### src/hdl/fsa_defines.vh
// timing constants for the center-aligned pwm and adc trigger core
// assumes a 200 mhz core clock
`ifndef FSA_DEFINES_VH
`define FSA_DEFINES_VH
`define FSA_CLK_MHZ 200
`define FSA_CARRIER_HZ 10000
`define FSA_CTRL_PERIOD_US 100
// half carrier in clocks: up-down counter peak
`define FSA_HALF_PERIOD (`FSA_CLK_MHZ * 1000000 / `FSA_CARRIER_HZ / 2)
`define FSA_TRIG_LEAD_NS 500
`define FSA_TRIG_LEAD_CYC ((`FSA_TRIG_LEAD_NS * `FSA_CLK_MHZ + 999) / 1000)
`define FSA_DEAD_NS 800
`define FSA_DEAD_CYC ((`FSA_DEAD_NS * `FSA_CLK_MHZ + 999) / 1000)
`define FSA_DUTY_W 16
`define FSA_ADC_CHANNELS 4
`define FSA_CH_CUR_A 2'h0
`define FSA_CH_CUR_B 2'h1
`define FSA_CH_VBUS 2'h2
`define FSA_CH_SPEED 2'h3
`endif

### src/hdl/fsa_phase.v
// one complementary phase leg with dead time
// assumes compare flag from the shared carrier, same clock
module fsa_phase #(
	parameter DEAD_CYC = 160
) (
	// clock and reset
	input wire core_clk,
	input wire rst_b,
	// control
	input wire on_req,
	input wire kill,
	// gate drive
	output reg hi_reg,
	output reg lo_reg
);
	reg [15:0] dead_reg;
	reg want_reg;
	always @(posedge core_clk or negedge rst_b) begin
		if (!rst_b) begin
			hi_reg <= 1'b0;
			lo_reg <= 1'b0;
			dead_reg <= 16'h0000;
			want_reg <= 1'b0;
		end else if (kill) begin
			hi_reg <= 1'b0;
			lo_reg <= 1'b0;
			dead_reg <= DEAD_CYC[15:0];
			want_reg <= on_req;
		end else if (on_req != want_reg) begin
			// both off first, never an overlap
			hi_reg <= 1'b0;
			lo_reg <= 1'b0;
			want_reg <= on_req;
			dead_reg <= DEAD_CYC[15:0];
		end else if (dead_reg != 16'h0000) begin
			dead_reg <= dead_reg - 16'h0001;
		end else begin
			hi_reg <= want_reg;
			lo_reg <= ~want_reg;
		end
	end
endmodule

### src/hdl/fsa_core.v
// center-aligned three-phase pwm, adc trigger, overcurrent trip, switch inputs
// assumes pins are asynchronous, duty words from logic on core_clk
// Function
// - three complementary center-aligned phase pwm pairs
// - new duties accepted every carrier period
// - adc trigger 0.5us before underflow
// - one adc scan per carrier period
// - scan current a, current b, bus, speed
// - one underflow per period raises interrupt
// - high and low never both on
// - comparator trips on dac threshold
// - start/stop switch enables or locks motor
// - direction button toggles running direction
`include "fsa_defines.vh"
module fsa_core #(
	parameter HALF_PERIOD = `FSA_HALF_PERIOD,
	parameter TRIG_LEAD = `FSA_TRIG_LEAD_CYC,
	parameter DEAD_CYC = `FSA_DEAD_CYC,
	parameter DAC_W = 8,
	parameter [DAC_W-1:0] DAC_RESET = 8'h80
) (
	// clock and reset
	input wire core_clk,
	input wire rst_b,
	// duty words from control software
	input wire [15:0] duty_a,
	input wire [15:0] duty_b,
	input wire [15:0] duty_c,
	input wire duty_load,
	// fault control
	input wire [DAC_W-1:0] oc_threshold,
	input wire fault_clear,
	// pins
	input wire overcurrent_comparator,
	input wire start_switch,
	input wire direction_button,
	// gate drive
	output reg gate_a_hi,
	output reg gate_a_lo,
	output reg gate_b_hi,
	output reg gate_b_lo,
	output reg gate_c_hi,
	output reg gate_c_lo,
	// events
	output reg carrier_underflow,
	output reg adc_trigger_compare,
	output reg adc_start,
	output reg [1:0] adc_channel,
	output reg adc_scan_done,
	// status
	output reg [DAC_W-1:0] overcurrent_threshold_dac,
	output reg fault_reg,
	output reg run_reg,
	output reg dir_reg
);
	reg [15:0] cnt_reg;
	reg up_reg;
	reg [15:0] act_a_reg;
	reg [15:0] act_b_reg;
	reg [15:0] act_c_reg;
	reg [15:0] sh_a_reg;
	reg [15:0] sh_b_reg;
	reg [15:0] sh_c_reg;
	reg [2:0] oc_sync_reg;
	reg [2:0] ss_sync_reg;
	reg [2:0] db_sync_reg;
	reg db_level_reg;
	wire oc_trip;
	wire db_rise;
	reg [15:0] cnt_next;
	reg up_next;
	wire on_a;
	wire on_b;
	wire on_c;
	wire a_hi;
	wire a_lo;
	wire b_hi;
	wire b_lo;
	wire c_hi;
	wire c_lo;
	wire kill;

	function [15:0] clamp_duty;
		input [15:0] d;
		begin
			clamp_duty = (d > HALF_PERIOD[15:0]) ? HALF_PERIOD[15:0] : d;
		end
	endfunction

	// a change counts once second and third stage agree
	function agreed;
		input [2:0] s;
		input prev;
		begin
			agreed = (s[1] == s[2]) ? s[2] : prev;
		end
	endfunction

	// drive request: on while the carrier is below the duty
	function phase_on;
		input [15:0] count;
		input [15:0] duty;
		begin
			phase_on = (count < duty);
		end
	endfunction

	// direction swaps which duty feeds phases b and c
	function [15:0] pick_duty;
		input swap;
		input [15:0] own;
		input [15:0] other;
		begin
			pick_duty = swap ? other : own;
		end
	endfunction

	localparam ST_IDLE = 3'b001;
	localparam ST_SCAN = 3'b010;
	localparam ST_DONE = 3'b100;
	reg [2:0] st_reg;

	// up-down carrier, underflow at zero
	// peak is HALF_PERIOD itself, so a period is 2*HALF_PERIOD clocks
	always @* begin
		up_next = up_reg;
		if (up_reg && cnt_reg == HALF_PERIOD[15:0] - 16'h0001)
			up_next = 1'b0;
		else if (!up_reg && cnt_reg == 16'h0001)
			up_next = 1'b1;
		if (up_reg)
			cnt_next = cnt_reg + 16'h0001;
		else
			cnt_next = cnt_reg - 16'h0001;
	end

	always @(posedge core_clk or negedge rst_b) begin
		if (!rst_b) begin
			cnt_reg <= 16'h0001;
			up_reg <= 1'b1;
			carrier_underflow <= 1'b0;
			adc_trigger_compare <= 1'b0;
		end else begin
			cnt_reg <= cnt_next;
			up_reg <= up_next;
			// exactly once per period
			carrier_underflow <= (cnt_next == 16'h0000);
			// lead point on the down slope
			adc_trigger_compare <= !up_next && (cnt_next == TRIG_LEAD[15:0]);
		end
	end

	// shadow then activate at underflow
	always @(posedge core_clk or negedge rst_b) begin
		if (!rst_b) begin
			sh_a_reg <= 16'h0000;
			sh_b_reg <= 16'h0000;
			sh_c_reg <= 16'h0000;
			act_a_reg <= 16'h0000;
			act_b_reg <= 16'h0000;
			act_c_reg <= 16'h0000;
		end else begin
			if (duty_load) begin
				sh_a_reg <= clamp_duty(duty_a);
				sh_b_reg <= clamp_duty(duty_b);
				sh_c_reg <= clamp_duty(duty_c);
			end
			// a load in the underflow cycle goes straight to the active set
			if (cnt_reg == 16'h0000) begin
				act_a_reg <= duty_load ? clamp_duty(duty_a) : sh_a_reg;
				act_b_reg <= duty_load ? clamp_duty(duty_b) : sh_b_reg;
				act_c_reg <= duty_load ? clamp_duty(duty_c) : sh_c_reg;
			end
		end
	end

	// pin synchronisers
	always @(posedge core_clk or negedge rst_b) begin
		if (!rst_b) begin
			oc_sync_reg <= 3'h0;
			ss_sync_reg <= 3'h0;
			db_sync_reg <= 3'h0;
			db_level_reg <= 1'b0;
			run_reg <= 1'b0;
		end else begin
			oc_sync_reg <= {oc_sync_reg[1:0], overcurrent_comparator};
			ss_sync_reg <= {ss_sync_reg[1:0], start_switch};
			db_sync_reg <= {db_sync_reg[1:0], direction_button};
			db_level_reg <= agreed(db_sync_reg, db_level_reg);
			run_reg <= agreed(ss_sync_reg, run_reg);
		end
	end

	// comparator high means bus current above dac threshold
	assign oc_trip = (oc_sync_reg[1] == oc_sync_reg[2]) && oc_sync_reg[2];
	assign db_rise = (db_sync_reg[1] == db_sync_reg[2]) && db_sync_reg[2] && !db_level_reg;

	always @(posedge core_clk or negedge rst_b) begin
		if (!rst_b) begin
			fault_reg <= 1'b0;
			dir_reg <= 1'b0;
			overcurrent_threshold_dac <= DAC_RESET;
		end else begin
			overcurrent_threshold_dac <= oc_threshold;
			// trip wins over a clear in the same cycle
			if (oc_trip)
				fault_reg <= 1'b1;
			else if (fault_clear)
				fault_reg <= 1'b0;
			if (db_rise)
				dir_reg <= ~dir_reg;
		end
	end

	// gates off on fault or when the switch locks the motor
	// trip taken straight from the synchroniser, a cycle ahead of the flag
	assign kill = fault_reg || oc_trip || !run_reg;

	// phase on while counter is below duty: centered on the underflow
	// a duty clamped to the peak still drops for one cycle there, plus dead time
	assign on_a = phase_on(cnt_reg, act_a_reg);
	assign on_b = phase_on(cnt_reg, pick_duty(dir_reg, act_b_reg, act_c_reg));
	assign on_c = phase_on(cnt_reg, pick_duty(dir_reg, act_c_reg, act_b_reg));

	fsa_phase #(.DEAD_CYC(DEAD_CYC)) u_pa (
		.core_clk(core_clk),
		.rst_b(rst_b),
		.on_req(on_a),
		.kill(kill),
		.hi_reg(a_hi),
		.lo_reg(a_lo)
	);

	fsa_phase #(.DEAD_CYC(DEAD_CYC)) u_pb (
		.core_clk(core_clk),
		.rst_b(rst_b),
		.on_req(on_b),
		.kill(kill),
		.hi_reg(b_hi),
		.lo_reg(b_lo)
	);

	fsa_phase #(.DEAD_CYC(DEAD_CYC)) u_pc (
		.core_clk(core_clk),
		.rst_b(rst_b),
		.on_req(on_c),
		.kill(kill),
		.hi_reg(c_hi),
		.lo_reg(c_lo)
	);

	// outputs registered, immediate kill overrides
	always @(posedge core_clk or negedge rst_b) begin
		if (!rst_b) begin
			gate_a_hi <= 1'b0;
			gate_a_lo <= 1'b0;
			gate_b_hi <= 1'b0;
			gate_b_lo <= 1'b0;
			gate_c_hi <= 1'b0;
			gate_c_lo <= 1'b0;
		end else begin
			gate_a_hi <= a_hi && !kill;
			gate_a_lo <= a_lo && !kill;
			gate_b_hi <= b_hi && !kill;
			gate_b_lo <= b_lo && !kill;
			gate_c_hi <= c_hi && !kill;
			gate_c_lo <= c_lo && !kill;
		end
	end

	// adc scan sequencer: one scan of four channels per trigger
	// the next trigger is a full carrier away, so scans never overlap
	always @(posedge core_clk or negedge rst_b) begin
		if (!rst_b) begin
			st_reg <= ST_IDLE;
			adc_start <= 1'b0;
			adc_channel <= `FSA_CH_CUR_A;
			adc_scan_done <= 1'b0;
		end else begin
			adc_start <= 1'b0;
			adc_scan_done <= 1'b0;
			case (st_reg)
			ST_IDLE: begin
				if (adc_trigger_compare) begin
					adc_channel <= `FSA_CH_CUR_A;
					adc_start <= 1'b1;
					st_reg <= ST_SCAN;
				end
			end
			ST_SCAN: begin
				if (adc_channel == `FSA_CH_SPEED) begin
					st_reg <= ST_DONE;
				end else begin
					adc_channel <= adc_channel + 2'h1;
					adc_start <= 1'b1;
				end
			end
			ST_DONE: begin
				adc_scan_done <= 1'b1;
				st_reg <= ST_IDLE;
			end
			default: st_reg <= ST_IDLE;
			endcase
		end
	end
endmodule

### config.mk
export PLATFORM = sky130hd
export DESIGN_NAME = fsa_core
export DESIGN_NICKNAME = d
export VERILOG_FILES = /design/src/hdl/fsa_phase.v /design/src/hdl/fsa_core.v
export VERILOG_INCLUDE_DIRS = /design/src /design/src/hdl
export SDC_FILE = /design/constraint.sdc
export NUM_CORES = 1
export LEC_CHECK = 0
export BUFFER_PORTS_ARGS = -buffer_cell sky130_fd_sc_hd__clkbuf_2
export CAP_MARGIN = 0
export CORE_ASPECT_RATIO = 1.75
export CORE_MARGIN = 1.5
export CORE_UTILIZATION = 25
export CTS_CLUSTER_DIAMETER = 200
export DETAILED_ROUTE_END_ITERATION = 7
export GPL_TIMING_DRIVEN = 0
export HOLD_SLACK_MARGIN = 0.05
export PLACE_DENSITY_LB_ADDON = 0.3
export SLEW_MARGIN = 20
export SYNTH_ARGS = -nofsm -noshare
export SYNTH_HDL_FRONTEND = slang
export SYNTH_SLANG_ARGS = --single-unit
### constraint.sdc
create_clock -name core_clk -period 3.18 [get_ports core_clk]
set_input_delay 0.159 -clock core_clk [delete_from_list [all_inputs] [get_ports core_clk]]
set_output_delay 0.159 -clock core_clk [all_outputs]
set_load 0.1 [all_outputs]
==> out/metrics.cfg, run 1 <==
[outcome]
outcome = finished clean

[critical_path]
critPathMaxFanout = 10
crit_chain = buf_12 > mux2i_2 > ha_1 > o21ai_1 > a21oi_1 > o211ai_1 > a311oi_2 > nor2_2 > inv_1 > ha_1 > nand2b_4 > buf_8 > mux2_2
r2r_end = u_pc.want_reg$_DFFE_PN0P_
r2r-start = dir_reg$_DFFE_PN0P_
worst_ep_required_time_ps = 3590
arrival_ps = 3490
crit_path_max_incr_delay_ps = 520
end_kind = flop
cp_slowest_cell = dfrtp_4
cp-start-kind = flop
reg2reg_slack_ps = 100
crit_type = flop to flop
r2r_cells = 13
cp_common_cell = ha_1

[layout]
final_common_cell = dfrtp_1
fin_cells = 1713
utilization_pct = 32.27
antennaDiodeCount = 0
areaGrowthSynthToFinish_pct = 27.19
fillerInstances = 4113
drive_gt1_share_pct = 18.31
final_cell_mix = dfrtp_1 (201), nor2_1 (87), clkbuf_2 (87), nand2_1 (80), dlygate4sd3_1 (63)
layout.nets = 1278

[timing]
worstMarginPinSlew_ps = 905.1
period_share_pct = 96.99
setup_viol = 0
fin_skew_ps = 21.12
min_period_ps = 3084
hold_violations = 0
maxSlewViolCount = 0
layout_setup_ws_ps = 95.77
fmax_mhz = 324.2
slew_headroom_pct = 39.10

[routing]
vias_per_cell = 4.518
first_pass_iters = 4
drt_iter0_markers = 251
drc_errors = 0
wl_per_cell_um = 15.71
ant_nets = 0
wirelength_mm = 26.91
vias = 7740

[clocking]
clkTransAtPathRegs_ps = 60
cts_root_buffer = clkbuf_16
cts_tree = done
clock_latency_ps = 540
cts.path.max_buffers = 3
htreeDepth = 1
cts_num_sinks = 206
cts_buffers = 22

[floorplanning]
dieHeight_um = 270.1
row_count = 97
pin_count = 86
dieArea_um2 = 42040
start_util_pct = 25.37
core_um2 = 40170
die_w_um = 155.6

[placed_design]
pre_cts_ws_ps = -772.7
post-dp-hpwl_mm = 19.46
place.gp.congestion = 0.8321
place_inst = 1613
numPortBuffers = 85

[logic_synthesis]
synth_nets = 1104
syn_avg_cell_area_um2 = 10.38
synth_ff_type = dfrtp_1
netlist_instances = 982
synth_edf_count = 0
ys_ff_latch = 206
synth.distinct_cells = 59
ys_seq_area_share_pct = 50.62
synth_area_um2 = 10190
yosys.area.top_type = dfrtp_1
synth_top_area_share_pct = 49.59
ys_top_cells_by_area = dfrtp_1 (50%), ha_1 (7.2%), mux2_2 (3.5%)
ys_warn_count = 0
async_flop_share_pct = 100.0

[global_route]
grt_usage_pct = 13.07
grt_pass1_vias = 8081
antenna_found_initial = 0
gr-total-overflow = 0
grt_pass1_wl_mm = 43.13
grt_max_degree = 89

[pwr]
vdd_drop_max_uv = 405.4
p_per_area_nw_per_um2 = 518.3
power_leakage_nw = 5.688

[flow_run]
max-cap-violations = 0

[hold_path]
hp-class = input port to async pin

## area by class of cell
class | instances | area, µm² | share of cell area, %
inverter | 44 | 165.2 | 1.274
tap | 544 | 680.7 | 5.250
clock inverter | 9 | 123.9 | 0.9554
buffer | 38 | 229.0 | 1.766
sequential | 206 | 5164 | 39.83
multi-input combinational | 691 | 4823 | 37.20
timing repair buffer | 153 | 1155 | 8.908
clock buffer | 28 | 624.3 | 4.816
## power by group
part / internal, W / switching [W] / total (W)
Combinational: 0.000506 / 0.000654 / 0.00116
Sequential: 0.00274 / 0.0000824 / 0.00282
Clock: 0.00162 / 0.00112 / 0.00274
Total: 0.00487 / 0.00185 / 0.00672
## cell families after synthesis
group                    after synthesis  synth area share, %
AO/OA/AOI/OAI                        144                9.034
buffers and inverters                 85                3.363
flip-flops                           206                50.62
adder cells (fa/ha/maj)               60                7.340
multiplexers                          64                6.677
XOR/XNOR                              49                4.210
AND/OR/NAND/NOR                      374                18.76
## Yosys cell counts (5+ instances only)
library cell	number
a211oi_1	5
a21o_1	13
a21oi_1	33
a31oi_1	21
and2_1	13
clkbuf_1	30
dfrtp_1	202
ha_1	59
inv_1	44
mux2_2	32
mux2i_1	32
nand2_1	81
nand2b_1	30
nand3_1	31
nand4_1	15
nor2_1	94
nor2b_1	11
nor3_1	30
nor3b_1	6
nor4_1	16
o211ai_1	5
o21ai_0	35
o22a_1	12
or3_1	11
or4_1	12
xnor2_1	29
xor2_1	20
## worst max path at each step
stage,end,slack [ps],startpoint,cells past startpoint
after floorplan,u_pc.hi_reg$_DFFE_PN0P_,40,dir_reg$_DFFE_PN0P_,15
after global placement,dir_reg$_DFFE_PN0P_,-3180,rst_b,1
after detailed placement,u_pb.dead_reg[13]$_DFFE_PN0P_,-770,dir_reg$_DFFE_PN0P_,14
after CTS,u_pa.lo_reg$_DFFE_PN0P_,0.1,cnt_reg[9]$_DFF_PN0_,12
after global routing,u_pa.dead_reg[1]$_DFFE_PN0P_,-30,cnt_reg[9]$_DFF_PN0_,11
final,u_pc.want_reg$_DFFE_PN0P_,100,dir_reg$_DFFE_PN0P_,13
## metrics by stage
stage | hold WS [ps] | area (µm²) | power [W] | setup TNS (ps)
6_report | 111.2 | 12960 | 0.006720 | 0
5_1_grt | 143.8 | 12960 | 0.007055 | -27.64
4_1_cts | 104.8 | 12840 | 0.006803 | 0
3_5_place_dp | 114.0 | 11380 | 0.003881 | -21790
3_3_place_gp | 247.2 | 11320 | 0.003853 | -490890
2_1_floorplan | -136.6 | 10210 | 0.003550 | 0
## critical path: cells and delay by family, from the launching register on
family / cells / cell delay (ps)
AOI/OAI and AO/OA: 4 / 650
adders and majority gates: 2 / 570
buffers and inverters: 3 / 370
DFF: 1 / 520
muxes: 2 / 480
and+or+nand+nor: 2 / 370
## what timing repair did
action                                 in CTS  in global routing
gates resized for setup                    20                 42
pin swaps                                   2                  7
buffers inserted                            2                  1
setup endpoints to repair                  89                 77
hold buffers                               63                  0
endpoints found under the hold margin     203                  0
gates cloned                                0                  0
## per-layer routing
layer	track usage, %	routed length (µm)	vias to the layer above
li1	-	-	3790
met1	13.53	9879	3765
met2	25.25	15050	135
met3	1.669	768	50
met4	6.491	1221	0
met5	0	0	-
Note: power is estimated with default switching activity, not from simulation.
==> run 2: changes to the inputs <==
- SYNTH_HIERARCHICAL: unset -> 1
==> out/metrics.cfg, run 2 <==
[outcome]
outcome = complete, but fails checks
violations = setup timing

[hold_path]
hp-start = duty_b[13]
hp-class = input port to flop
min_to = sh_b_reg[13]$_DFF_PN0_
hold-path-cell-count = 3

[routing]
wirelength_mm = 28.23  ; +4.9%
vias_per_cell = 4.651  ; +2.9%
drc_errors = 0  ; unchanged
wl_per_cell_um = 16.07  ; +2.3%
vias = 8171  ; +5.6%
drt_iter0_markers = 332  ; +32%
ant_nets = 0  ; unchanged
first_pass_iters = 4  ; unchanged

[global_route]
grt_max_degree = 80  ; -10%
grt_pass1_wl_mm = 45.75  ; +6.1%
gr-total-overflow = 0  ; unchanged
grt_usage_pct = 13.28  ; +0.21 points
top_usage_layer = met2
antenna_found_initial = 0  ; unchanged
grt_use_met2_pct = 26.82  ; +1.6 points
use_met1_pct = 13.33  ; -0.20 points
grtUsageMet3_pct = 1.465  ; -0.20 points
grt_pass1_vias = 8714  ; +7.8%

[layout]
areaGrowthSynthToFinish_pct = 31.21
layout.nets = 1308  ; +2.3%
antennaDiodeCount = 0  ; unchanged
final_common_cell = dfrtp_1
drive_gt1_share_pct = 25.37  ; +7.1 points
utilization_pct = 33.27  ; +0.99 points
final_cell_mix = dfrtp_1 (199), clkbuf_2 (83), dlygate4sd3_1 (63), inv_1 (62), ha_1 (57)

[critical_path]
r2r-start = dir_reg$_DFFE_PN0P_
critPathTopFamily = simple AND/OR/NAND/NOR gates
cp_slowest_cell = or4_4
worst_ep_required_time_ps = 3620  ; +30 ps
cp_common_cell = o21ai_1
crit_chain = clkbuf_16 > buf_6 > mux2i_2 > ha_1 > o21a_1 > o21ai_1 > a21oi_1 > o21ai_1 > a21oi_2 > nor3_4 > inv_2 > ha_4 > or2_4 > or4_4 > o31ai_4
reg2reg_slack_ps = -100  ; -190 ps
end_kind = flop
cp-start-kind = flop
crit_type = flop to flop
r2r_end = u_pc/dead_reg[1]$_DFFE_PN0P_
crit_path_max_incr_delay_ps = 530  ; about the same
r2r_cells = 15  ; +2
arrival_ps = 3720  ; +230 ps
critPathMaxFanout = 7  ; -3
path_buf_inv = 3  ; unchanged

[timing]
maxSlewViolCount = 0  ; unchanged
hold_violations = 0  ; unchanged
min_period_ps = 3278  ; +193.9 ps
period_share_pct = 103.1  ; +6.1 points
layout_setup_ws_ps = -98.16  ; -193.9 ps
setup_viol = 8  ; +8
slew_headroom_pct = 38.98  ; -0.12 points
worstMarginPinSlew_ps = 906.9  ; +1.788 ps
fin_skew_ps = 21.01  ; -0.1154 ps
fmax_mhz = 305.1  ; -5.9%
tns_ps = -358.7  ; -358.7 ps
rsz0062_at_grt = yes

[floorplanning]
die_w_um = 158.5  ; +1.9%
row_count = 99  ; +2.1%
dieHeight_um = 275.2  ; +1.9%
core_um2 = 41740  ; +3.9%
dieArea_um2 = 43630  ; +3.8%
start_util_pct = 25.35  ; about the same
pin_count = 86  ; unchanged

[placed_design]
pre_cts_ws_ps = -753.5  ; +19.15 ps
place.gp.congestion = 0.8990  ; +8.0%
post-dp-hpwl_mm = 20.51  ; +5.4%
numPortBuffers = 84  ; -1.2%

[logic_synthesis]
ys_top_cells_by_area = dfrtp_1 (48%), ha_1 (7.0%), mux2i_1 (3.9%)
ys_seq_area_share_pct = 48.75  ; -1.9 points
muxShareOfSynthArea_pct = 9.694  ; +3.0 points
ys_warn_count = 6  ; +6
synth_common_cells = dfrtp_1 (202), o21ai_0 (66), inv_1 (64), ha_1 (59), nand2_1 (56)
async_flop_share_pct = 100.0  ; unchanged
synth_nets = 1105  ; +0.091%
synth.distinct_cells = 71  ; +20%
yosys.cell_count.top_type = dfrtp_1
netlist_instances = 983  ; +0.10%
synth_top_area_share_pct = 47.76  ; -1.8 points
syn_avg_cell_area_um2 = 10.77  ; +3.7%
synthXorXnorAreaFrac_pct = 2.069  ; -2.1 points
synthAdderAreaFrac_pct = 7.069  ; -0.27 points
synth_top_family_by_area = simple AND/OR/NAND/NOR gates
synth_ff_type = dfrtp_1
ys_ff_latch = 206  ; unchanged
synthSimpleGateAreaFrac_pct = 17.91  ; -0.85 points
synth_area_um2 = 10580  ; +3.8%
yosys.area.top_type = dfrtp_1
synth_edf_count = 0  ; unchanged
synth_compound_area_share_pct = 10.44  ; +1.4 points

[clocking]
cts.path.max_buffers = 3  ; unchanged
clock_latency_ps = 540  ; about the same
cts_tree = done
cts_num_sinks = 206  ; unchanged
cts_buffers = 22  ; unchanged
htreeDepth = 1  ; unchanged
clkTransAtPathRegs_ps = 60  ; about the same
cts_root_buffer = clkbuf_16

[pwr]
power.switching_w = 0.001973  ; +6.4%
swShare_pct = 27.19  ; -0.41 points
vdd_drop_max_uv = 309.7  ; -24%
internal-power_w = 0.005284  ; +8.6%
p_per_area_nw_per_um2 = 522.6  ; +0.82%
p_clk_share_pct = 40.9  ; about the same
combPwrFrac_pct = 20.0  ; +2.7 points
power_leakage_nw = 6.016  ; +5.8%
power_w = 0.007257  ; +8.0%
power_frac_seq_pct = 39.0  ; -2.9 points

[flow_run]
max-cap-violations = 0  ; unchanged

run 2: changes by cell type after synthesis, moves of 8 or more:
cell      previous run  this run
a31oi_1             21         4
a21oi_1             33        43
or3_1               11        21
nand2b_1            30         9
o31ai_1              3        15
o21ai_0             35        66
xor2_1              20         8
xnor2_1             29        17
mux2i_1             32        41
nand2_1             81        56
a21o_1              13         5
nor2_1              94        55
mux2_4               0        14
inv_1               44        64
run 2: cell families after synthesis:
family                   Yosys count
AO/OA/AOI/OAI                    179
XOR/XNOR                          25
adder cells (fa/ha/maj)           60
buffers and inverters             99
flip-flops                       206
multiplexers                      91
AND/OR/NAND/NOR                  323
run 2: area by class of cell:
class                   instances  area [µm²]
plain buffers                  30       256.5
clock buffers                  27       599.3
clock inverters                13       229.0
fillers                      4235       27860
inverters                      64       240.2
multi-input cells             678        5251
flip-flops and latches        206        5166
well taps                     555       694.4
repair buffers                184        1450
run 2: stage by stage:
step,std cells,cell area (µm²),hold WS (ps)
after floorplan,983,10680,-136.6
after global placement,1622,11800,246.3
after detailed placement,1624,11860,203.0
after CTS,1750,13720,77.92
after global routing,1757,13890,126.7
final,1757,13890,82.62
run 2: worst min-delay path, cell delays in order:
cell and delay, ps:
clkbuf_2 90, nor3_1 70, a21oi_1 220
run 2: power by group through the flow:
| stage | clock network (W) | logic [W] | registers [W] |
|---|---|---|---|
| detailed placement | 0 | 0.00115 | 0.00287 |
| global placement | 0 | 0.00113 | 0.00287 |
| global route | 0.00315 | 0.00159 | 0.00285 |
| floorplan | 0 | 0.000724 | 0.00296 |
| CTS | 0.00306 | 0.00134 | 0.00283 |
| finish | 0.00297 | 0.00145 | 0.00283 |
run 2: timing repair:
item	in CTS	in global routing
hold buffers	63	0
gates resized for setup	50	30
endpoints found under the hold margin	139	0
buffers inserted	25	8
pin swaps	24	31
cloned	2	1
endpoints found under the setup margin	56	55
run 2: worst max path at each step:
| stage | from | endpoint | slack [ps] | cells after the start |
|---|---|---|---|---|
| after detailed placement | dir_reg$_DFFE_PN0P_ | u_pc/dead_reg[2]$_DFFE_PN0P_ | -750 | 16 |
| final | dir_reg$_DFFE_PN0P_ | u_pc/dead_reg[1]$_DFFE_PN0P_ | -100 | 15 |
| after global placement | rst_b | dir_reg$_DFFE_PN0P_ | -3160 | 1 |
| after CTS | dir_reg$_DFFE_PN0P_ | u_pc/dead_reg[1]$_DFFE_PN0P_ | -270 | 15 |
| after floorplan | dir_reg$_DFFE_PN0P_ | u_pc/dead_reg[1]$_DFFE_PN0P_ | -230 | 17 |
| after global routing | dir_reg$_DFFE_PN0P_ | u_pc/dead_reg[1]$_DFFE_PN0P_ | -240 | 15 |
run 2: per-layer routing:
metal / vias up / part of all wire, %
li1: 3965 / -
met4: 0 / 3.7
met3: 54 / 2.5
met1: 4031 / 36
met5: - / 0
met2: 121 / 57
==> run 3: changes to the inputs <==
- PLACE_DENSITY_LB_ADDON: 0.3 -> unset
- REMOVE_ABC_BUFFERS: unset -> 1
==> out/metrics.cfg, run 3 (synthesized netlist as in run 2, its figures left out) <==
[routing]
drc_errors = 0  ; unchanged
wl_per_cell_um = 14.73  ; -8.3%
ant_nets = 0  ; unchanged
wirelength_mm = 25.26  ; -11%
vias = 8050  ; -1.5%
vias_per_cell = 4.694  ; +0.93%
first_pass_iters = 4  ; unchanged
drt_iter0_markers = 361  ; +8.7%

[timing]
fmax_mhz = 313.9  ; +2.9%
worstMarginPinSlew_ps = 862.6  ; -44.32 ps
holdWs_ps = 53.53  ; -29.10 ps
setup_viol = 1  ; -7
min_period_ps = 3186  ; -92.62 ps
layout_setup_ws_ps = -5.533  ; +92.62 ps
period_share_pct = 100.2  ; -2.9 points
hold_violations = 0  ; unchanged
rsz0062_at_grt = yes
slew_headroom_pct = 41.97  ; +3.0 points
fin_skew_ps = 26.70  ; +5.698 ps
maxSlewViolCount = 0  ; unchanged

[critical_path]
arrival_ps = 3600  ; -120 ps
critPathTopFamily = simple AND/OR/NAND/NOR gates
end_kind = flop
crit_path_max_incr_delay_ps = 520  ; about the same
cp_common_cell = nor3_2
r2r-start = dir_reg$_DFFE_PN0P_
r2r_end = u_pc/dead_reg[1]$_DFFE_PN0P_
crit_type = flop to flop
crit_chain = buf_12 > mux2i_2 > ha_1 > a21oi_2 > nor2b_1 > o21ai_1 > a21oi_1 > nor3_2 > nor2_1 > nor3_2 > buf_4 > inv_4 > ha_4 > or2_4 > or4_4 > o31ai_2
path_buf_inv = 3  ; unchanged
r2r_cells = 16  ; +1
worst_ep_required_time_ps = 3590  ; -30 ps
cp_slowest_cell = or4_4
critPathMaxFanout = 6  ; -1
reg2reg_slack_ps = -6  ; +90 ps
cp-start-kind = flop

[global_route]
grt_pass1_wl_mm = 41.69  ; -8.9%
grt_usage_pct = 11.91  ; -1.4 points
grt_max_degree = 90  ; +13%
antenna_found_initial = 0  ; unchanged
grt_pass1_vias = 8431  ; -3.2%
gr-total-overflow = 0  ; unchanged

[clocking]
clkTransAtPathRegs_ps = 60  ; about the same
clock_latency_ps = 520  ; -20 ps
cts_tree = done
cts_buffers = 21  ; -4.5%
cts_num_sinks = 206  ; unchanged
htreeDepth = 1  ; unchanged
cts.path.max_buffers = 3  ; unchanged
cts_root_buffer = clkbuf_16

[floorplanning]
dieHeight_um = 275.2  ; unchanged
row_count = 99  ; unchanged
core_um2 = 41740  ; unchanged
pin_count = 86  ; unchanged
start_util_pct = 25.35  ; unchanged
die_w_um = 158.5  ; unchanged
dieArea_um2 = 43630  ; unchanged

[placed_design]
numPortBuffers = 85  ; +1.2%
post-dp-hpwl_mm = 17.14  ; -16%
dpl-instance-area_um2 = 11630  ; -2.0%
place.gp.congestion = 0.8357  ; -7.0%

[pwr]
internal-power_w = 0.004846  ; -8.3%
power_frac_seq_pct = 42.2  ; +3.2 points
power_w = 0.006723  ; -7.4%
power.switching_w = 0.001877  ; -4.8%
power_leakage_nw = 5.781  ; -3.9%
vdd_drop_max_uv = 335.4  ; +8.3%
swShare_pct = 27.92  ; +0.74 points
p_per_area_nw_per_um2 = 503.5  ; -3.7%
p_clk_share_pct = 37.8  ; -3.1 points
combPwrFrac_pct = 20.0  ; about the same

[hold_path]
hp-class = input port to flop
hold-path-cell-count = 3  ; unchanged
min_to = sh_a_reg[12]$_DFF_PN0_
hp-start = duty_a[12]

[layout]
layout.nets = 1267  ; -3.1%
postLayoutCellArea_um2 = 13350  ; -3.8%
drive_gt1_share_pct = 23.71  ; -1.7 points
final_cell_mix = dfrtp_1 (201), clkbuf_2 (83), inv_1 (62), ha_1 (57), dlygate4sd3_1 (56)
areaGrowthSynthToFinish_pct = 26.16
final_common_cell = dfrtp_1
antennaDiodeCount = 0  ; unchanged

[outcome]
violations = setup timing
outcome = complete, but fails checks

[flow_run]
max-cap-violations = 0  ; unchanged

==> run 3: power groups by stage <==
stage                     clock (W)  sequential [W]  combinational [W]
after global placement            0         0.00296           0.000928
after CTS                   0.00264         0.00284            0.00131
final                       0.00254         0.00284            0.00134
after global routing        0.00274         0.00285            0.00147
after floorplan                   0         0.00303           0.000592
after detailed placement          0         0.00290            0.00103
==> run 3: layout make-up <==
class | count | area, µm²
Fill cell | 4230 | 28390
Timing Repair Buffer | 173 | 1350
Sequential cell | 206 | 5161
Multi-Input combinational cell | 679 | 5199
Inverter | 64 | 242.7
Tap cell | 555 | 694.4
Clock buffer | 28 | 591.8
Clock inverter | 10 | 113.9
==> run 3: per-stage QoR <==
step	setup WS (ps)	TNS, ps	util [%]	std cells
final	-5.533	-5.533	31.99	1715
after global routing	-185.6	-1110	31.99	1715
after CTS	-92.52	-551.5	31.58	1706
after detailed placement	-1308	-29220	27.86	1592
after global placement	-2171	-526160	27.58	1588
after floorplan	-1442	-42100	-	948
==> run 3: what timing repair did <==
item,CTS,global route
pin swaps,9,15
setup buffers,17,10
hold buffers,56,0
hold endpoints to repair,187,0
endpoints found under the setup margin,44,51
cloned,3,0
gates resized for setup,30,34
==> run 3: how the worst max path moves through the flow <==
| stage | from | end | slack [ps] | cells past startpoint |
|---|---|---|---|---|
| after floorplan | dir_reg$_DFFE_PN0P_ | u_pc/dead_reg[1]$_DFFE_PN0P_ | -1440 | 14 |
| after global placement | rst_b | ss_sync_reg[0]$_DFF_PN0_ | -2170 | 1 |
| after detailed placement | dir_reg$_DFFE_PN0P_ | u_pc/dead_reg[13]$_DFFE_PN0P_ | -1310 | 14 |
| after CTS | dir_reg$_DFFE_PN0P_ | u_pc/dead_reg[1]$_DFFE_PN0P_ | -90 | 15 |
| after global routing | dir_reg$_DFFE_PN0P_ | u_pc/dead_reg[1]$_DFFE_PN0P_ | -190 | 16 |
| final | dir_reg$_DFFE_PN0P_ | u_pc/dead_reg[1]$_DFFE_PN0P_ | -6 | 16 |
==> run 3: tightest hold or removal path, delay by kind of cell <==
kind,cells,cell delay (ps)
buf+inv,1,90
simple gates,1,140
compound gates,1,140
==> run 3: layer usage <==
metal | vias to the layer above | share of wire (%) | routed length (µm) | global-route usage, %
met3 | 52 | 3.2 | 797 | 1.418
li1 | 3876 | - | - | -
met5 | - | 0 | 0 | 0
met1 | 3989 | 36 | 9184 | 11.83
met4 | 0 | 3.7 | 945 | 5.681
met2 | 133 | 57 | 14330 | 23.78
